===== src/logic/query_table_defs.svh =====
// constants for the erase region query table: offsets, field positions, default contents
// assumes inclusion by the package and design files of this block only
`ifndef QUERY_TABLE_DEFS_SVH
`define QUERY_TABLE_DEFS_SVH

// query byte addresses of the covered entries
`define QA_REGION_COUNT 12'h135
`define QA_T1_GEOM 12'h136
`define QA_T1_ENDUR 12'h13a
`define QA_T1_CELL 12'h13c
`define QA_T1_CAPS 12'h13d
`define QA_T1_PROG 12'h13e
`define QA_T2_GEOM 12'h144
`define QA_T2_ENDUR 12'h148
`define QA_T2_CELL 12'h14a
`define QA_T2_CAPS 12'h14b
`define QA_FIRST 12'h135
`define QA_LAST 12'h14b
`define QA_SPAN 23

// apb byte address: one query byte per aligned word
`define APB_TABLE_BASE 14'h04d4
`define APB_CTRL 14'h0000
`define APB_STATUS 14'h0004

// field layouts
`define CELL_BPC_MASK 8'h0f
`define CELL_ECC_BIT 4
`define CELL_VALID_MASK 8'h1f
`define CAPS_VALID_MASK 8'h07
`define PROG_LEGACY_LO 15
`define PROG_LEGACY_HI 47
`define BLOCK_SIZE_UNIT 256
`define ENDURANCE_UNIT 1000

// default contents (bottom parameter arrangement)
`define DEF_REGION_COUNT 8'h02
`define DEF_T1_GEOM 32'h0080_0003
`define DEF_T1_ENDUR 16'h0064
`define DEF_T1_CELL 8'h02
`define DEF_T1_CAPS 8'h03
`define DEF_T1_PROG 48'h8000_0000_8000
`define DEF_T2_GEOM 32'h0200_01fe
`define DEF_T2_ENDUR 16'h0064
`define DEF_T2_CELL 8'h02
`define DEF_T2_CAPS 8'h03

// query enable value after reset: table readable from the start
`define RESET_CTRL 1'b1
`endif


===== src/logic/query_table_pkg.sv =====
// types shared by the query table design files
// assumes query_table_defs.svh is on the include path
package query_table_pkg;
   `include "query_table_defs.svh"

   typedef enum logic [1:0] {
      ST_IDLE,
      ST_ACCESS
   } apb_state_t;

   typedef struct packed {
      apb_state_t state;
      logic [31:0] prdata;
      logic pslverr;
      logic query_en;
      logic [15:0] read_count;
      logic write_seen;
   } slave_state_t;
endpackage


===== src/logic/query_byte_rom.sv =====
// constant byte table of the erase region entries, one byte per query address
// assumes a combinational lookup is acceptable; contents never change after build
`timescale 1ns/1ps
`include "query_table_defs.svh"
module query_byte_rom
   import query_table_pkg::*;
#(
   parameter logic [31:0] T1_GEOM = `DEF_T1_GEOM,
   parameter logic [15:0] T1_ENDUR = `DEF_T1_ENDUR,
   parameter logic [7:0] T1_CELL = `DEF_T1_CELL,
   parameter logic [7:0] T1_CAPS = `DEF_T1_CAPS,
   parameter logic [47:0] T1_PROG = `DEF_T1_PROG,
   parameter logic [31:0] T2_GEOM = `DEF_T2_GEOM,
   parameter logic [15:0] T2_ENDUR = `DEF_T2_ENDUR,
   parameter logic [7:0] T2_CELL = `DEF_T2_CELL,
   parameter logic [7:0] T2_CAPS = `DEF_T2_CAPS
) (
   // lookup
   input wire logic [11:0] qaddr,
   output logic [7:0] qdata,
   output logic hit
);
   // whole image, lowest address in the low byte (see RULE12)
   localparam int NB = `QA_SPAN;
   localparam logic [NB*8-1:0] IMAGE = {
      T2_CAPS & `CAPS_VALID_MASK, // see RULE6
      T2_CELL & `CELL_VALID_MASK, // see RULE5
      T2_ENDUR, // see RULE4
      T2_GEOM, // see RULE9 see RULE10
      T1_PROG & 48'h80ff_00ff_80ff, // see RULE7 see RULE8
      T1_CAPS & `CAPS_VALID_MASK,
      T1_CELL & `CELL_VALID_MASK,
      T1_ENDUR,
      T1_GEOM, // see RULE1 see RULE2 see RULE3
      `DEF_REGION_COUNT // see RULE11
   };

   logic [11:0] idx;

   // index into the image; out of range reads as zero
   always_comb begin
      idx = qaddr - `QA_FIRST;
      hit = (qaddr >= `QA_FIRST) && (qaddr <= `QA_LAST);
      qdata = hit ? IMAGE[idx[4:0]*8 +: 8] : 8'h00;
   end
endmodule


===== src/logic/query_apb_port.sv =====
// apb address decoder mapping byte addresses to query addresses
// assumes word aligned apb addresses
`timescale 1ns/1ps
`include "query_table_defs.svh"
module query_apb_port
   import query_table_pkg::*;
(
   // bus side
   input wire logic [13:0] paddr,
   // decode
   output logic [11:0] qaddr,
   output logic is_table,
   output logic is_ctrl,
   output logic is_status
);
   // table words start at four times the first query address
   always_comb begin
      qaddr = paddr[13:2];
      is_table = (paddr >= `APB_TABLE_BASE) && (paddr[1:0] == 2'b00);
      is_ctrl = (paddr == `APB_CTRL);
      is_status = (paddr == `APB_STATUS);
   end
endmodule


===== src/logic/flash_query_erase_region_table.sv =====
// apb slave exposing the read-only erase region query table, one byte per word
// assumes a single apb master on pclk; all inputs synchronous to pclk
//
// Notes on behaviour
// RULE1: type 1 descriptor occupies query bytes 136 to 139.
// RULE2: low 16 bits of type 1 descriptor are block count minus one.
// RULE3: high 16 bits of type 1 descriptor are block size over 256.
// RULE4: two-byte endurance fields at 13A and 148, in thousands of cycles.
// RULE5: cell bytes 13C and 14A: bits per cell, ECC flag, reserved bits.
// RULE6: capability bytes 13D and 14B: page read, sync read, sync write flags.
// RULE7: programming region low byte is log2 size; bit 15 marks legacy.
// RULE8: valid and invalid sizes in bits 16-23, 32-39; bit 47 legacy.
// RULE9: type 2 descriptor at 144 to 147; low half is count minus one.
// RULE10: type 2 high half is block size over 256, bottom parameter only.
// RULE11: byte 135 gives number of erase block regions; zero is bulk.
// RULE12: multi-byte fields little endian; reserved bits read zero.
// RULE13: table is constant; writes never change returned contents.
`timescale 1ns/1ps
`include "query_table_defs.svh"
module flash_query_erase_region_table
   import query_table_pkg::*;
(
   // clock and reset
   input wire logic pclk,
   input wire logic presetn,
   // apb slave
   input wire logic psel,
   input wire logic penable,
   input wire logic pwrite,
   input wire logic [13:0] paddr,
   input wire logic [31:0] pwdata,
   input wire logic [3:0] pstrb,
   output logic pready,
   output logic [31:0] prdata,
   output logic pslverr
);
   slave_state_t s_r, s_nxt;
   logic [11:0] qaddr;
   logic is_table, is_ctrl, is_status;
   logic [7:0] qdata;
   logic hit;

   query_apb_port u_dec (
      .paddr(paddr),
      .qaddr(qaddr),
      .is_table(is_table),
      .is_ctrl(is_ctrl),
      .is_status(is_status)
   );

   query_byte_rom u_rom (
      .qaddr(qaddr),
      .qdata(qdata),
      .hit(hit)
   );

   // no wait state: answer in the first access cycle, with read data coming from a flop
   assign pready = (s_r.state == ST_ACCESS);
   assign prdata = s_r.prdata;
   assign pslverr = s_r.pslverr;

   // next state: capture answer at setup, present it during access
   always_comb begin
      s_nxt = s_r;
      unique case (s_r.state)
         ST_IDLE: begin
            if (psel && !penable) begin
               s_nxt.state = ST_ACCESS;
               s_nxt.prdata = 32'h0000_0000;
               s_nxt.pslverr = 1'b0;
               if (is_ctrl) begin
                  if (pwrite && pstrb[0]) begin
                     s_nxt.query_en = pwdata[0];
                  end
                  s_nxt.prdata = {31'h0, s_r.query_en};
               end else if (is_status) begin
                  s_nxt.prdata = {s_r.read_count, 15'h0, s_r.write_seen};
               end else if (is_table && hit && s_r.query_en) begin
                  if (pwrite) begin
                     // writes are refused; contents stay fixed
                     s_nxt.pslverr = 1'b1; // see RULE13
                     s_nxt.write_seen = 1'b1;
                  end else begin
                     s_nxt.prdata = {24'h0, qdata}; // see RULE12
                     s_nxt.read_count = s_r.read_count + 16'h0001;
                  end
               end else begin
                  s_nxt.pslverr = 1'b1;
               end
            end
         end
         ST_ACCESS: begin
            s_nxt.state = ST_IDLE;
         end
      endcase
   end

   // state register
   always_ff @(posedge pclk or negedge presetn) begin
      if (!presetn) begin
         s_r <= '{state: ST_IDLE, prdata: 32'h0, pslverr: 1'b0, query_en: `RESET_CTRL,
                  read_count: 16'h0, write_seen: 1'b0};
      end else begin
         s_r <= s_nxt;
      end
   end

   // check helpers: request taken at this edge, and a read taken with query mode on
   logic take, take_rd;
   assign take = psel && !penable && (s_r.state == ST_IDLE);
   assign take_rd = take && !pwrite && s_r.query_en;

   // reference bytes kept apart from the packed rom image, so a slip in packing or indexing shows up
   function automatic logic [7:0] ref_byte(input logic [11:0] q);
      logic [7:0] b;
      b = 8'h00;
      case (q)
         12'h135: b = 8'h02;
         12'h136: b = 8'h03;
         12'h137: b = 8'h00;
         12'h138: b = 8'h80;
         12'h139: b = 8'h00;
         12'h13a: b = 8'h64;
         12'h13b: b = 8'h00;
         12'h13c: b = 8'h02;
         12'h13d: b = 8'h03;
         12'h13e: b = 8'h00;
         12'h13f: b = 8'h80;
         12'h140: b = 8'h00;
         12'h141: b = 8'h00;
         12'h142: b = 8'h00;
         12'h143: b = 8'h80;
         12'h144: b = 8'hfe;
         12'h145: b = 8'h01;
         12'h146: b = 8'h00;
         12'h147: b = 8'h02;
         12'h148: b = 8'h64;
         12'h149: b = 8'h00;
         12'h14a: b = 8'h02;
         12'h14b: b = 8'h03;
         default: b = 8'h00;
      endcase
      return b;
   endfunction

   // handshake: answer one cycle after setup, for one cycle, then held until the next setup
   a_ready_after_setup: assert property (
      @(posedge pclk) disable iff (!presetn)
      take
      |=> pready)
      else $error("pready not raised after setup");

   a_ready_one_cycle: assert property (
      @(posedge pclk) disable iff (!presetn)
      pready
      |=> !pready)
      else $error("pready held too long");

   a_data_stands: assert property (
      @(posedge pclk) disable iff (!presetn)
      !take
      |=> $stable(prdata) && $stable(pslverr))
      else $error("answer changed without a new setup");

   // refusals and side effects; writes must never reach the table contents
   a_write_refused: assert property ( // see RULE13
      @(posedge pclk) disable iff (!presetn)
      take && pwrite && is_table
      |=> pslverr)
      else $error("table write not refused");

   a_write_no_count: assert property ( // see RULE13
      @(posedge pclk) disable iff (!presetn)
      take && pwrite
      |=> $stable(s_r.read_count))
      else $error("write counted as table read");

   a_write_flagged: assert property ( // see RULE13
      @(posedge pclk) disable iff (!presetn)
      take && pwrite && is_table && hit && s_r.query_en
      |=> s_r.write_seen)
      else $error("table write attempt not flagged");

   a_unmapped_error: assert property (
      @(posedge pclk) disable iff (!presetn)
      take && !is_ctrl && !is_status && !(is_table && hit)
      |=> pslverr && prdata == 32'h0000_0000)
      else $error("unmapped access not refused");

   a_disabled_error: assert property (
      @(posedge pclk) disable iff (!presetn)
      take && is_table && hit && !s_r.query_en
      |=> pslverr && prdata == 32'h0000_0000)
      else $error("table access with query off not refused");

   a_read_count: assert property (
      @(posedge pclk) disable iff (!presetn)
      take_rd && is_table && hit
      |=> s_r.read_count == $past(s_r.read_count) + 16'h0001)
      else $error("table read not counted");

   a_ctrl_readback: assert property (
      @(posedge pclk) disable iff (!presetn)
      take && is_ctrl
      |=> !pslverr && prdata == {31'h0, $past(s_r.query_en)})
      else $error("control readback wrong");

   a_ctrl_write: assert property (
      @(posedge pclk) disable iff (!presetn)
      take && is_ctrl && pwrite && pstrb[0]
      |=> s_r.query_en == $past(pwdata[0]))
      else $error("query enable not written");

   a_status_read: assert property (
      @(posedge pclk) disable iff (!presetn)
      take && is_status
      |=> !pslverr && prdata == {$past(s_r.read_count), 15'h0, $past(s_r.write_seen)})
      else $error("status readback wrong");

   a_status_sticky: assert property (
      @(posedge pclk) disable iff (!presetn)
      s_r.write_seen
      |=> s_r.write_seen)
      else $error("write flag cleared");

   // table contents, byte by byte, as the host sees them
   a_reserved_zero: assert property ( // see RULE12
      @(posedge pclk) disable iff (!presetn)
      pready && !pslverr && $past(is_table)
      |-> prdata[31:8] == 24'h0)
      else $error("upper read bits not zero");

   a_table_byte: assert property ( // see RULE1 see RULE9 see RULE12
      @(posedge pclk) disable iff (!presetn)
      take_rd && is_table && hit
      |=> prdata == {24'h0, ref_byte($past(qaddr))})
      else $error("table byte wrong");

   a_count_byte: assert property ( // see RULE11
      @(posedge pclk) disable iff (!presetn)
      take_rd && paddr == 14'h04d4
      |=> prdata == 32'h0000_0002)
      else $error("region count wrong");

   a_t1_low: assert property ( // see RULE1 see RULE2
      @(posedge pclk) disable iff (!presetn)
      take_rd && paddr == 14'h04d8
      |=> prdata == 32'h0000_0003)
      else $error("type 1 count byte wrong");

   a_t1_size: assert property ( // see RULE3
      @(posedge pclk) disable iff (!presetn)
      take_rd && paddr == 14'h04e0
      |=> prdata == 32'h0000_0080)
      else $error("type 1 size byte wrong");

   a_t1_size_hi: assert property ( // see RULE3
      @(posedge pclk) disable iff (!presetn)
      take_rd && paddr == 14'h04e4
      |=> prdata == 32'h0000_0000)
      else $error("type 1 size high byte wrong");

   a_t1_endur: assert property ( // see RULE4
      @(posedge pclk) disable iff (!presetn)
      take_rd && paddr == 14'h04e8
      |=> prdata == 32'h0000_0064)
      else $error("type 1 endurance wrong");

   a_t1_endur_hi: assert property ( // see RULE4
      @(posedge pclk) disable iff (!presetn)
      take_rd && paddr == 14'h04ec
      |=> prdata == 32'h0000_0000)
      else $error("type 1 endurance high byte wrong");

   a_t1_cell: assert property ( // see RULE5
      @(posedge pclk) disable iff (!presetn)
      take_rd && paddr == 14'h04f0
      |=> prdata == 32'h0000_0002)
      else $error("type 1 cell byte wrong");

   a_t1_caps: assert property ( // see RULE6
      @(posedge pclk) disable iff (!presetn)
      take_rd && paddr == 14'h04f4
      |=> prdata == 32'h0000_0003)
      else $error("type 1 caps byte wrong");

   a_prog_legacy: assert property ( // see RULE7
      @(posedge pclk) disable iff (!presetn)
      take_rd && paddr == 14'h04fc
      |=> prdata == 32'h0000_0080)
      else $error("legacy flag byte wrong");

   a_prog_valid: assert property ( // see RULE8
      @(posedge pclk) disable iff (!presetn)
      take_rd && paddr == 14'h0500
      |=> prdata == 32'h0000_0000)
      else $error("valid size byte wrong");

   a_prog_hi_legacy: assert property ( // see RULE8
      @(posedge pclk) disable iff (!presetn)
      take_rd && paddr == 14'h050c
      |=> prdata == 32'h0000_0080)
      else $error("bit 47 byte wrong");

   a_t2_count: assert property ( // see RULE9
      @(posedge pclk) disable iff (!presetn)
      take_rd && paddr == 14'h0510
      |=> prdata == 32'h0000_00fe)
      else $error("type 2 count wrong");

   a_t2_count_hi: assert property ( // see RULE9
      @(posedge pclk) disable iff (!presetn)
      take_rd && paddr == 14'h0514
      |=> prdata == 32'h0000_0001)
      else $error("type 2 count high byte wrong");

   a_t2_size_lo: assert property ( // see RULE10
      @(posedge pclk) disable iff (!presetn)
      take_rd && paddr == 14'h0518
      |=> prdata == 32'h0000_0000)
      else $error("type 2 size low byte wrong");

   a_t2_size: assert property ( // see RULE10
      @(posedge pclk) disable iff (!presetn)
      take_rd && paddr == 14'h051c
      |=> prdata == 32'h0000_0002)
      else $error("type 2 size wrong");

   a_endur_byte: assert property ( // see RULE4
      @(posedge pclk) disable iff (!presetn)
      take_rd && paddr == 14'h0520
      |=> prdata == 32'h0000_0064)
      else $error("type 2 endurance wrong");

   a_cell_reserved: assert property ( // see RULE5
      @(posedge pclk) disable iff (!presetn)
      take_rd && paddr == 14'h0528
      |=> prdata[7:5] == 3'h0)
      else $error("cell reserved bits set");

   a_caps_reserved: assert property ( // see RULE6
      @(posedge pclk) disable iff (!presetn)
      take_rd && paddr == 14'h052c
      |=> prdata[7:3] == 5'h0)
      else $error("caps reserved bits set");
endmodule


===== config.mk =====
export PLATFORM = sky130hd
export DESIGN_NAME = flash_query_erase_region_table
export DESIGN_NICKNAME = d
export VERILOG_FILES = /design/src/logic/query_table_pkg.sv /design/src/logic/query_byte_rom.sv /design/src/logic/query_apb_port.sv /design/src/logic/flash_query_erase_region_table.sv
export VERILOG_INCLUDE_DIRS = /design/src /design/src/logic
export SDC_FILE = /design/constraint.sdc
export NUM_CORES = 1
export LEC_CHECK = 0
export BUFFER_PORTS_ARGS = -buffer_cell sky130_fd_sc_hd__buf_4
export CAP_MARGIN = 0
export CORE_UTILIZATION = 40
export DETAILED_ROUTE_END_ITERATION = 10
export PLACE_DENSITY = 0.7
export SLEW_MARGIN = 20
export SYNTH_ARGS = -nofsm -noshare
export SYNTH_HDL_FRONTEND = slang
export SYNTH_SLANG_ARGS = --single-unit

===== constraint.sdc =====
create_clock -name pclk -period 1.6 [get_ports pclk]
set_input_delay 0.32 -clock pclk [delete_from_list [all_inputs] [get_ports pclk]]
set_output_delay 0.32 -clock pclk [all_outputs]
set_load 0.05 [all_outputs]

==> metrics.md, run 1 <==
| Metric | Value |
|---|---|
| Status | finished, violations left |
| Violated checks | negative hold slack, negative setup slack |
| RSZ-0062 raised after global routing | true |
| Critical path class | reg2reg |
| CP endpoint | s_r[2]$_DFFE_PN0P_ |
| R2r worst-path depth | 7 |
| Area share of and/or/nand/nor cells after synthesis | 17.28% |
| Die area | 6304 sq um |
| Die X | 79.40 microns |
| CP max FO | 17 |
| Top cells by area, synth | dfrtp_1, buf_4, a22o_1 |
| First-pass GRT wire length | 7.748 mm |
| Worst R2R Start | s_r[51]$_DFFE_PN0P_ |
| Endpoints failing setup | 6 |
| Global placement routability congestion | 0.9103 |
| Mux cell area share after synthesis | 1.358% |
| CTS buffer count | 5 |
| Die H | 79.40 microns |
| Post-DP Area | 2952 sq um |
| Skew-Pair Late Insertion Delay | 0.29 ns |
| Final clock period utilization by the worst path | 102.8% |
| Total number of vias | 1,771 |
| Final wirelength | 4.594 mm |
| Hold Worst Slack | -0.002280 ns |
| Delay-heaviest family, CP | simple AND/OR/NAND/NOR gates |
| Peak VDD IR | 0.3952 mV |
| FF+latch count, synth | 41 |
| Hold WC Path Type | in2async |
| Max Slew Vio Count | 0 |
| WP data required | 1.78 ns |
| Final min period | 1.645 ns |
| Post-synthesis sequential area ratio | 42.87% |
| Post-Synth XOR/XNOR Area | 6.893% |
| CP Launch Point | s_r[51]$_DFFE_PN0P_ |
| Post-Layout Inst Area | 3058 sq um |
| Int Power | 0.001490 W |
| Post-route DRC | 0 |
| Setup TNS | -0.1046 ns |
| CTS root buffer | clkbuf_8 |
| Compound-Gate Fraction of Synth Area | 13.94% |
| Clock-pin slew on the worst setup and hold paths | 0.08 ns |
| ANT nets after route | 0 |
| Netlist cell types | 48 |
| Clock Sinks | 41 |
| Final Hold Viols | 2 |
| Worst path bufs/invs | 2 |
| Post-synthesis cell count | 230 |
| Remaining global-route overflow | 0 |
| CTS tree | built |
| IO Count | 89 |
| Non-filler instance count after layout | 359 |
| Initial core utilization | 42.47% |
| Final WS setup | -0.04505 ns |
| Synth Warn # | 0 |
| Vias in the first global route | 1,679 |
| CP Depth | 7 |
| Initial DRC Count | 70 |
| Post-Syn Area | 2396 sq um |
| Peak Freq | 607.9 MHz |
| CORE AREA | 5642 sq um |
| Combinational family with the most area after synthesis | simple AND/OR/NAND/NOR gates |
| Clock buffer depth | 2 |
| Combinational share of power | 18.0% |
| Reg2reg setup slack | -0.05 ns |
| Pwr Density | 676.4 nW/um^2 |
| Flop pwr share | 50.8% |
| CP peak stage delay | 0.40 ns |
| Initial antenna violation count | 0 |
| Util after Layout | 54.20% |
| Std cell rows | 27 |
| Max_cap viols | 0 |
| Pre-antenna DRT Iters | 4 |
| Leading area contributor after synthesis | dfrtp_1 |
| Drt wl/cell | 12.80 microns |
| Inserted Diodes | 0 |
| Slowest CP cell | dfrtp_1 |
| Leakage | 1.502 nW |
| Synth Area per Inst | 10.42 sq um |
| Asr flop ratio synth | 100.0% |
| Largest net degree at the start of global routing | 42 |
| Worst EP arrival | 1.82 ns |
| Total chip power | 0.002069 W |
| Reg2reg end | s_r[2]$_DFFE_PN0P_ |
| Vias per cell | 4.933 |
| Post-CTS Hold Buffers | 0 |
| Share of cells above drive strength 1 | 41.11% |
| Max H-tree Level | 2 |
| Final nets | 349 |
| Main synth FF type | dfrtp_1 |
| Worst-path cell chain | nor2_1, nand2_1, inv_2, o21ai_4, nor4b_4, buf_12, mux2_4 |
| Tot GR Track Use | 16.11% |
| Synth Area in Adders | 4.178% |
| Dpl hpwl | 3.490 mm |
| Clock skew | 0.004992 ns |
| Placed cells | 350 |
| EDFF count, synth | 0 |
| Sw power | 0.0005784 W |
| CP startpoint kind | flop |
| Top cell type's share of synthesized area | 41.78% |
| Sw frac | 27.96% |
| Crit path capture type | flop |
| Synth-to-layout area growth | 27.62% |
| Port-buffer cells | 46 |
| Clock share of power | 31.2% |
==> stage by stage <==
stage / hold slack, ns / worst slack (ns)
6_report: -0.002280 / -0.04505
5_1_grt: 0.02247 / -0.1448
4_1_cts: 0.009992 / -0.05917
3_5_place_dp: 0.3251 / -0.3097
3_3_place_gp: 0.3216 / -0.3020
2_1_floorplan: 0.02441 / -0.04111
==> metal layers <==
metal  global-route usage (%)  share of wire (%)
met1                    21.48                 46
met2                    26.03                 48
met3                    3.886                4.5
met4                    4.364               0.63
met5                        0                  0
==> cells in the mapped netlist, drive strengths merged (2+ instances only) <==
| master | count |
|---|---|
| nor2 | 15 |
| buf | 37 |
| xnor2 | 15 |
| mux2 | 2 |
| dfrtp | 40 |
| nor3 | 3 |
| and2 | 3 |
| and3 | 8 |
| xor2 | 3 |
| and4 | 2 |
| o21ai | 9 |
| a22o | 18 |
| ha | 8 |
| clkbuf | 4 |
| nand3 | 8 |
| inv | 7 |
| nand2 | 12 |
| a21oi | 7 |
| nand4 | 10 |
==> how the worst min path moves through the flow <==
| stage | from | end | slack (ns) |
|---|---|---|---|
| 3_3_place_gp | presetn | prdata[23]$_DFFE_PN0P_ | 0.32 |
| 2_1_floorplan | presetn | prdata[0]$_DFFE_PN0P_ | 0.02 |
| 5_1_grt | presetn | prdata[31]$_DFFE_PN0P_ | 0.02 |
| 3_5_place_dp | presetn | prdata[1]$_DFFE_PN0P_ | 0.33 |
| 4_1_cts | presetn | prdata[20]$_DFFE_PN0P_ | 0.01 |
| 6_report | presetn | prdata[1]$_DFFE_PN0P_ | -0.002 |
==> cell families (layout without fill, tap and decap cells) <==
| group | after synthesis | count (layout) |
|---|---|---|
| AOI/OAI and AO/OA | 43 | 43 |
| xor gates and xnor gates | 18 | 18 |
| adders and majority gates | 8 | 8 |
| buffers and inverters | 48 | 98 |
| DFF | 41 | 41 |
| muxes | 3 | 3 |
| other | 1 | 8 |
| and+or+nand+nor | 68 | 68 |
==> cell usage in the layout (no fill, tap or decap), drive strengths merged, types with 2 or more instances in the layout <==
cell	instances
a22o	18
and2	3
and4	2
inv	7
and3	8
dfrtp	40
mux2	2
nor3	3
nor2	15
a21oi	7
ha	8
xnor2	15
conb	8
nand4	10
xor2	3
o21ai	9
clkinv	2
clkbuf	5
nand2	12
buf	83
nand3	8
==> repair_timing <==
action                                  in CTS  in global routing
gates resized for setup                      0                  3
setup buffers                                1                  0
endpoints found under the setup margin      12                 37
pin swaps                                    0                  1
==> cell type report <==
cell class,count,area [sq um]
fillers,507,2584
multi-input cells,148,1164
flip-flops and latches,41,1027
repair buffers,83,648.1
well taps,72,90.09
clock buffers,5,68.82
inverters,7,42.54
clock inverters,3,17.52
==> worst reg2reg max path, cell delays in order (launching register included) <==
cell and delay (ns):
dfrtp_1 0.40, nor2_1 0.09, nand2_1 0.09, inv_2 0.08, o21ai_4 0.07, nor4b_4 0.32
buf_12 0.18, mux2_4 0.30
==> flip-flops by register name, indices dropped and copies added (netlist names) <==
name,cells
pslverr,1
prdata,21
s_r,19
==> power groups by stage <==
stage          combinational, W  clock (W)  sequential (W)
2_1_floorplan          0.000217          0         0.00108
3_3_place_gp           0.000366          0         0.00107
3_5_place_dp           0.000370          0         0.00107
4_1_cts                0.000371   0.000669         0.00105
5_1_grt                0.000406   0.000726         0.00105
6_report               0.000372   0.000645         0.00105
(Power assumes the default switching activity.)
==> inputs of run 2 (changes only) <==
PLACE_DENSITY = 0.67   (was 0.7)
clock period = 2.04 ns   (was 1.6 ns; I/O delays follow)
==> metrics.md, run 2 (synthesized netlist as in run 1, its figures left out) <==
| Metric | Value |
|---|---|
| Status | finished, final reports clean |
| CP max FO | 17 (unchanged) |
| Post-CTS sizing | 0 (unchanged) |
| CTS tree | built |
| # fillers | 549 (+8.3%) |
| Synth-to-layout area growth | 18.07% |
| Global placement routability congestion | 0.8585 (-5.7%) |
| Max_cap viols | 0 (unchanged) |
| Die X | 79.40 microns (unchanged) |
| Max H-tree Level | 2 (unchanged) |
| Final min period | 1.850 ns |
| Post-Layout Inst Area | 2829 sq um (-7.5%) |
| Final Hold Viols | 0 (-2) |
| Clock-pin slew on the worst setup and hold paths | 0.08 ns (about the same) |
| Slew headroom | 65.69% |
| Std cell rows | 27 (unchanged) |
| Initial core utilization | 42.47% (unchanged) |
| Max reg flops | 21 (unchanged) |
| Skew-Pair Late Insertion Delay | 0.29 ns (about the same) |
| Setup TNS | 0 ns (+0.1046 ns) |
| Setup Fix Bufs, Post-CTS | 0 (-1) |
| Vias in the first global route | 1,624 (-3.3%) |
| Share of cells above drive strength 1 | 32.72% (-8.4 points) |
| Peak VDD IR | 0.2925 mV (-26%) |
| CP startpoint kind | primary input |
| CTS root buffer | clkbuf_8 |
| Most common cell after layout, fill and taps aside | buf_4 |
| DP Worst Slack | -0.1137 ns (+0.1960 ns) |
| WP data required | 2.22 ns (+0.44 ns) |
| Clock Sinks | 41 (unchanged) |
| Final WS setup | 0.1897 ns (+0.2348 ns) |
| Port-buffer cells | 46 (unchanged) |
| Worst EP arrival | 2.03 ns (+0.21 ns) |
| ANT nets after route | 0 (unchanged) |
| Final nets | 334 (-4.3%) |
| Leakage | 1.404 nW (-6.5%) |
| Initial DRC Count | 110 (+57%) |
| Post-CTS Hold Buffers | 0 (unchanged) |
| Endpoints failing setup | 0 (-6) |
| Commonest non-fill, non-tap cells in the layout | buf_4, dfrtp_1, a22o_1 |
| CORE AREA | 5642 sq um (unchanged) |
| Placed cells | 336 (-4.0%) |
| IO Count | 89 (unchanged) |
| Non-filler instance count after layout | 344 (-4.2%) |
| Critical path class | in2reg |
| Post-route DRC | 0 (unchanged) |
| Remaining global-route overflow | 0 (unchanged) |
| Tot GR Track Use | 15.68% (-0.43 points) |
| Dpl hpwl | 3.335 mm (-4.4%) |
| CTS buffer count | 5 (unchanged) |
| First-pass GRT wire length | 7.610 mm (-1.8%) |
| Drt wl/cell | 13.17 microns (+2.9%) |
| RSZ-0062 raised after global routing | false |
| Least-Margin Pin Slew | 0.5147 ns |
| Peak Freq | 540.5 MHz |
| Pre-antenna DRT Iters | 4 (unchanged) |
| Inserted Diodes | 0 (unchanged) |
| Util after Layout | 50.14% (-4.1 points) |
| Die area | 6304 sq um (unchanged) |
| Pwr Density | 562.7 nW/um^2 (-17%) |
| Initial antenna violation count | 0 (unchanged) |
| Total number of vias | 1,713 (-3.3%) |
| Largest net degree at the start of global routing | 42 (unchanged) |
| Crit path capture type | flop |
| Hold WC Path Type | in2async |
| Final clock period utilization by the worst path | 90.70% |
| Clock buffer depth | 2 (unchanged) |
| Post-DP Area | 2743 sq um (-7.1%) |
| Final wirelength | 4.531 mm (-1.4%) |
| Die H | 79.40 microns (unchanged) |
| Vias per cell | 4.980 (+0.94%) |
| Clock skew | 0.005017 ns (+0.00002495 ns) |
| Max Slew Vio Count | 0 (unchanged) |
==> run 2: cell types whose count changed in the layout (fill, tap and decap cells not counted), moves of 2 or more <==
| cell | delta |
|---|---|
| buf_4 | -14 |
| ha_1 | +3 |
| inv_1 | +3 |
| ha_4 | -2 |
| inv_2 | -2 |
==> run 2: area by class of cell <==
cell class	count	area, sq um	share of cell area [%]
tap	72	90.09	3.184
clock buffer	5	68.82	2.433
timing repair buffer	68	523.0	18.49
inverter	7	26.28	0.9288
multi-input combinational	148	1076	38.04
sequential	41	1027	36.31
clock inverter	3	17.52	0.6192
==> run 2: worst paths after layout <==
path	start	to	slack, ns	cells after the start
max	paddr[3]	s_r[2]$_DFFE_PN0P_	0.19	9
min	presetn	prdata[23]$_DFFE_PN0P_	0.09	1
max reg2reg	s_r[51]$_DFFE_PN0P_	s_r[2]$_DFFE_PN0P_	0.26	7
min reg2reg	prdata[1]$_DFFE_PN0P_	prdata[1]$_DFFE_PN0P_	0.48	2
max in group asynchronous	presetn	s_r[17]$_DFFE_PN1P_	1.59	1
min in group pclk	pwdata[0]	s_r[17]$_DFFE_PN1P_	0.35	2
==> run 2: worst max-delay path, stage by stage <==
cell and delay, ns:
buf_4 0.08, inv_1 0.05, ha_1 0.19, buf_4 0.15, nor2_1 0.10, o21ai_1 0.10
nor4b_2 0.33, buf_4 0.27, mux2_1 0.33
==> run 2: report_power, final <==
| part | leakage (nW) | internal (W) | switching, W |
|---|---|---|---|
| combinational | 0.796 | 0.0000927 | 0.000163 |
| sequential | 0.564 | 0.000819 | 0.00000592 |
| clock | 0.0439 | 0.000236 | 0.000275 |
| total | 1.40 | 0.00115 | 0.000444 |
==> run 2: routing by layer <==
metal  track usage (%)  vias up  wire length [microns]
li1                  -      854                      -
met1             20.74      804                   2175
met2             25.09       50                   2103
met3             3.657        5                    200
met4             5.455        0                     51
met5                 0        -                      0
==> run 2: through the flow <==
| step | power [W] | hold slack [ns] |
|---|---|---|
| global route | 0.001667 | 0.1266 |
| finish | 0.001592 | 0.08762 |
| detailed placement | 0.001099 | 0.4196 |
| floorplan | 0.001003 | 0.1124 |
| global placement | 0.001095 | 0.4146 |
| CTS | 0.001615 | 0.09783 |
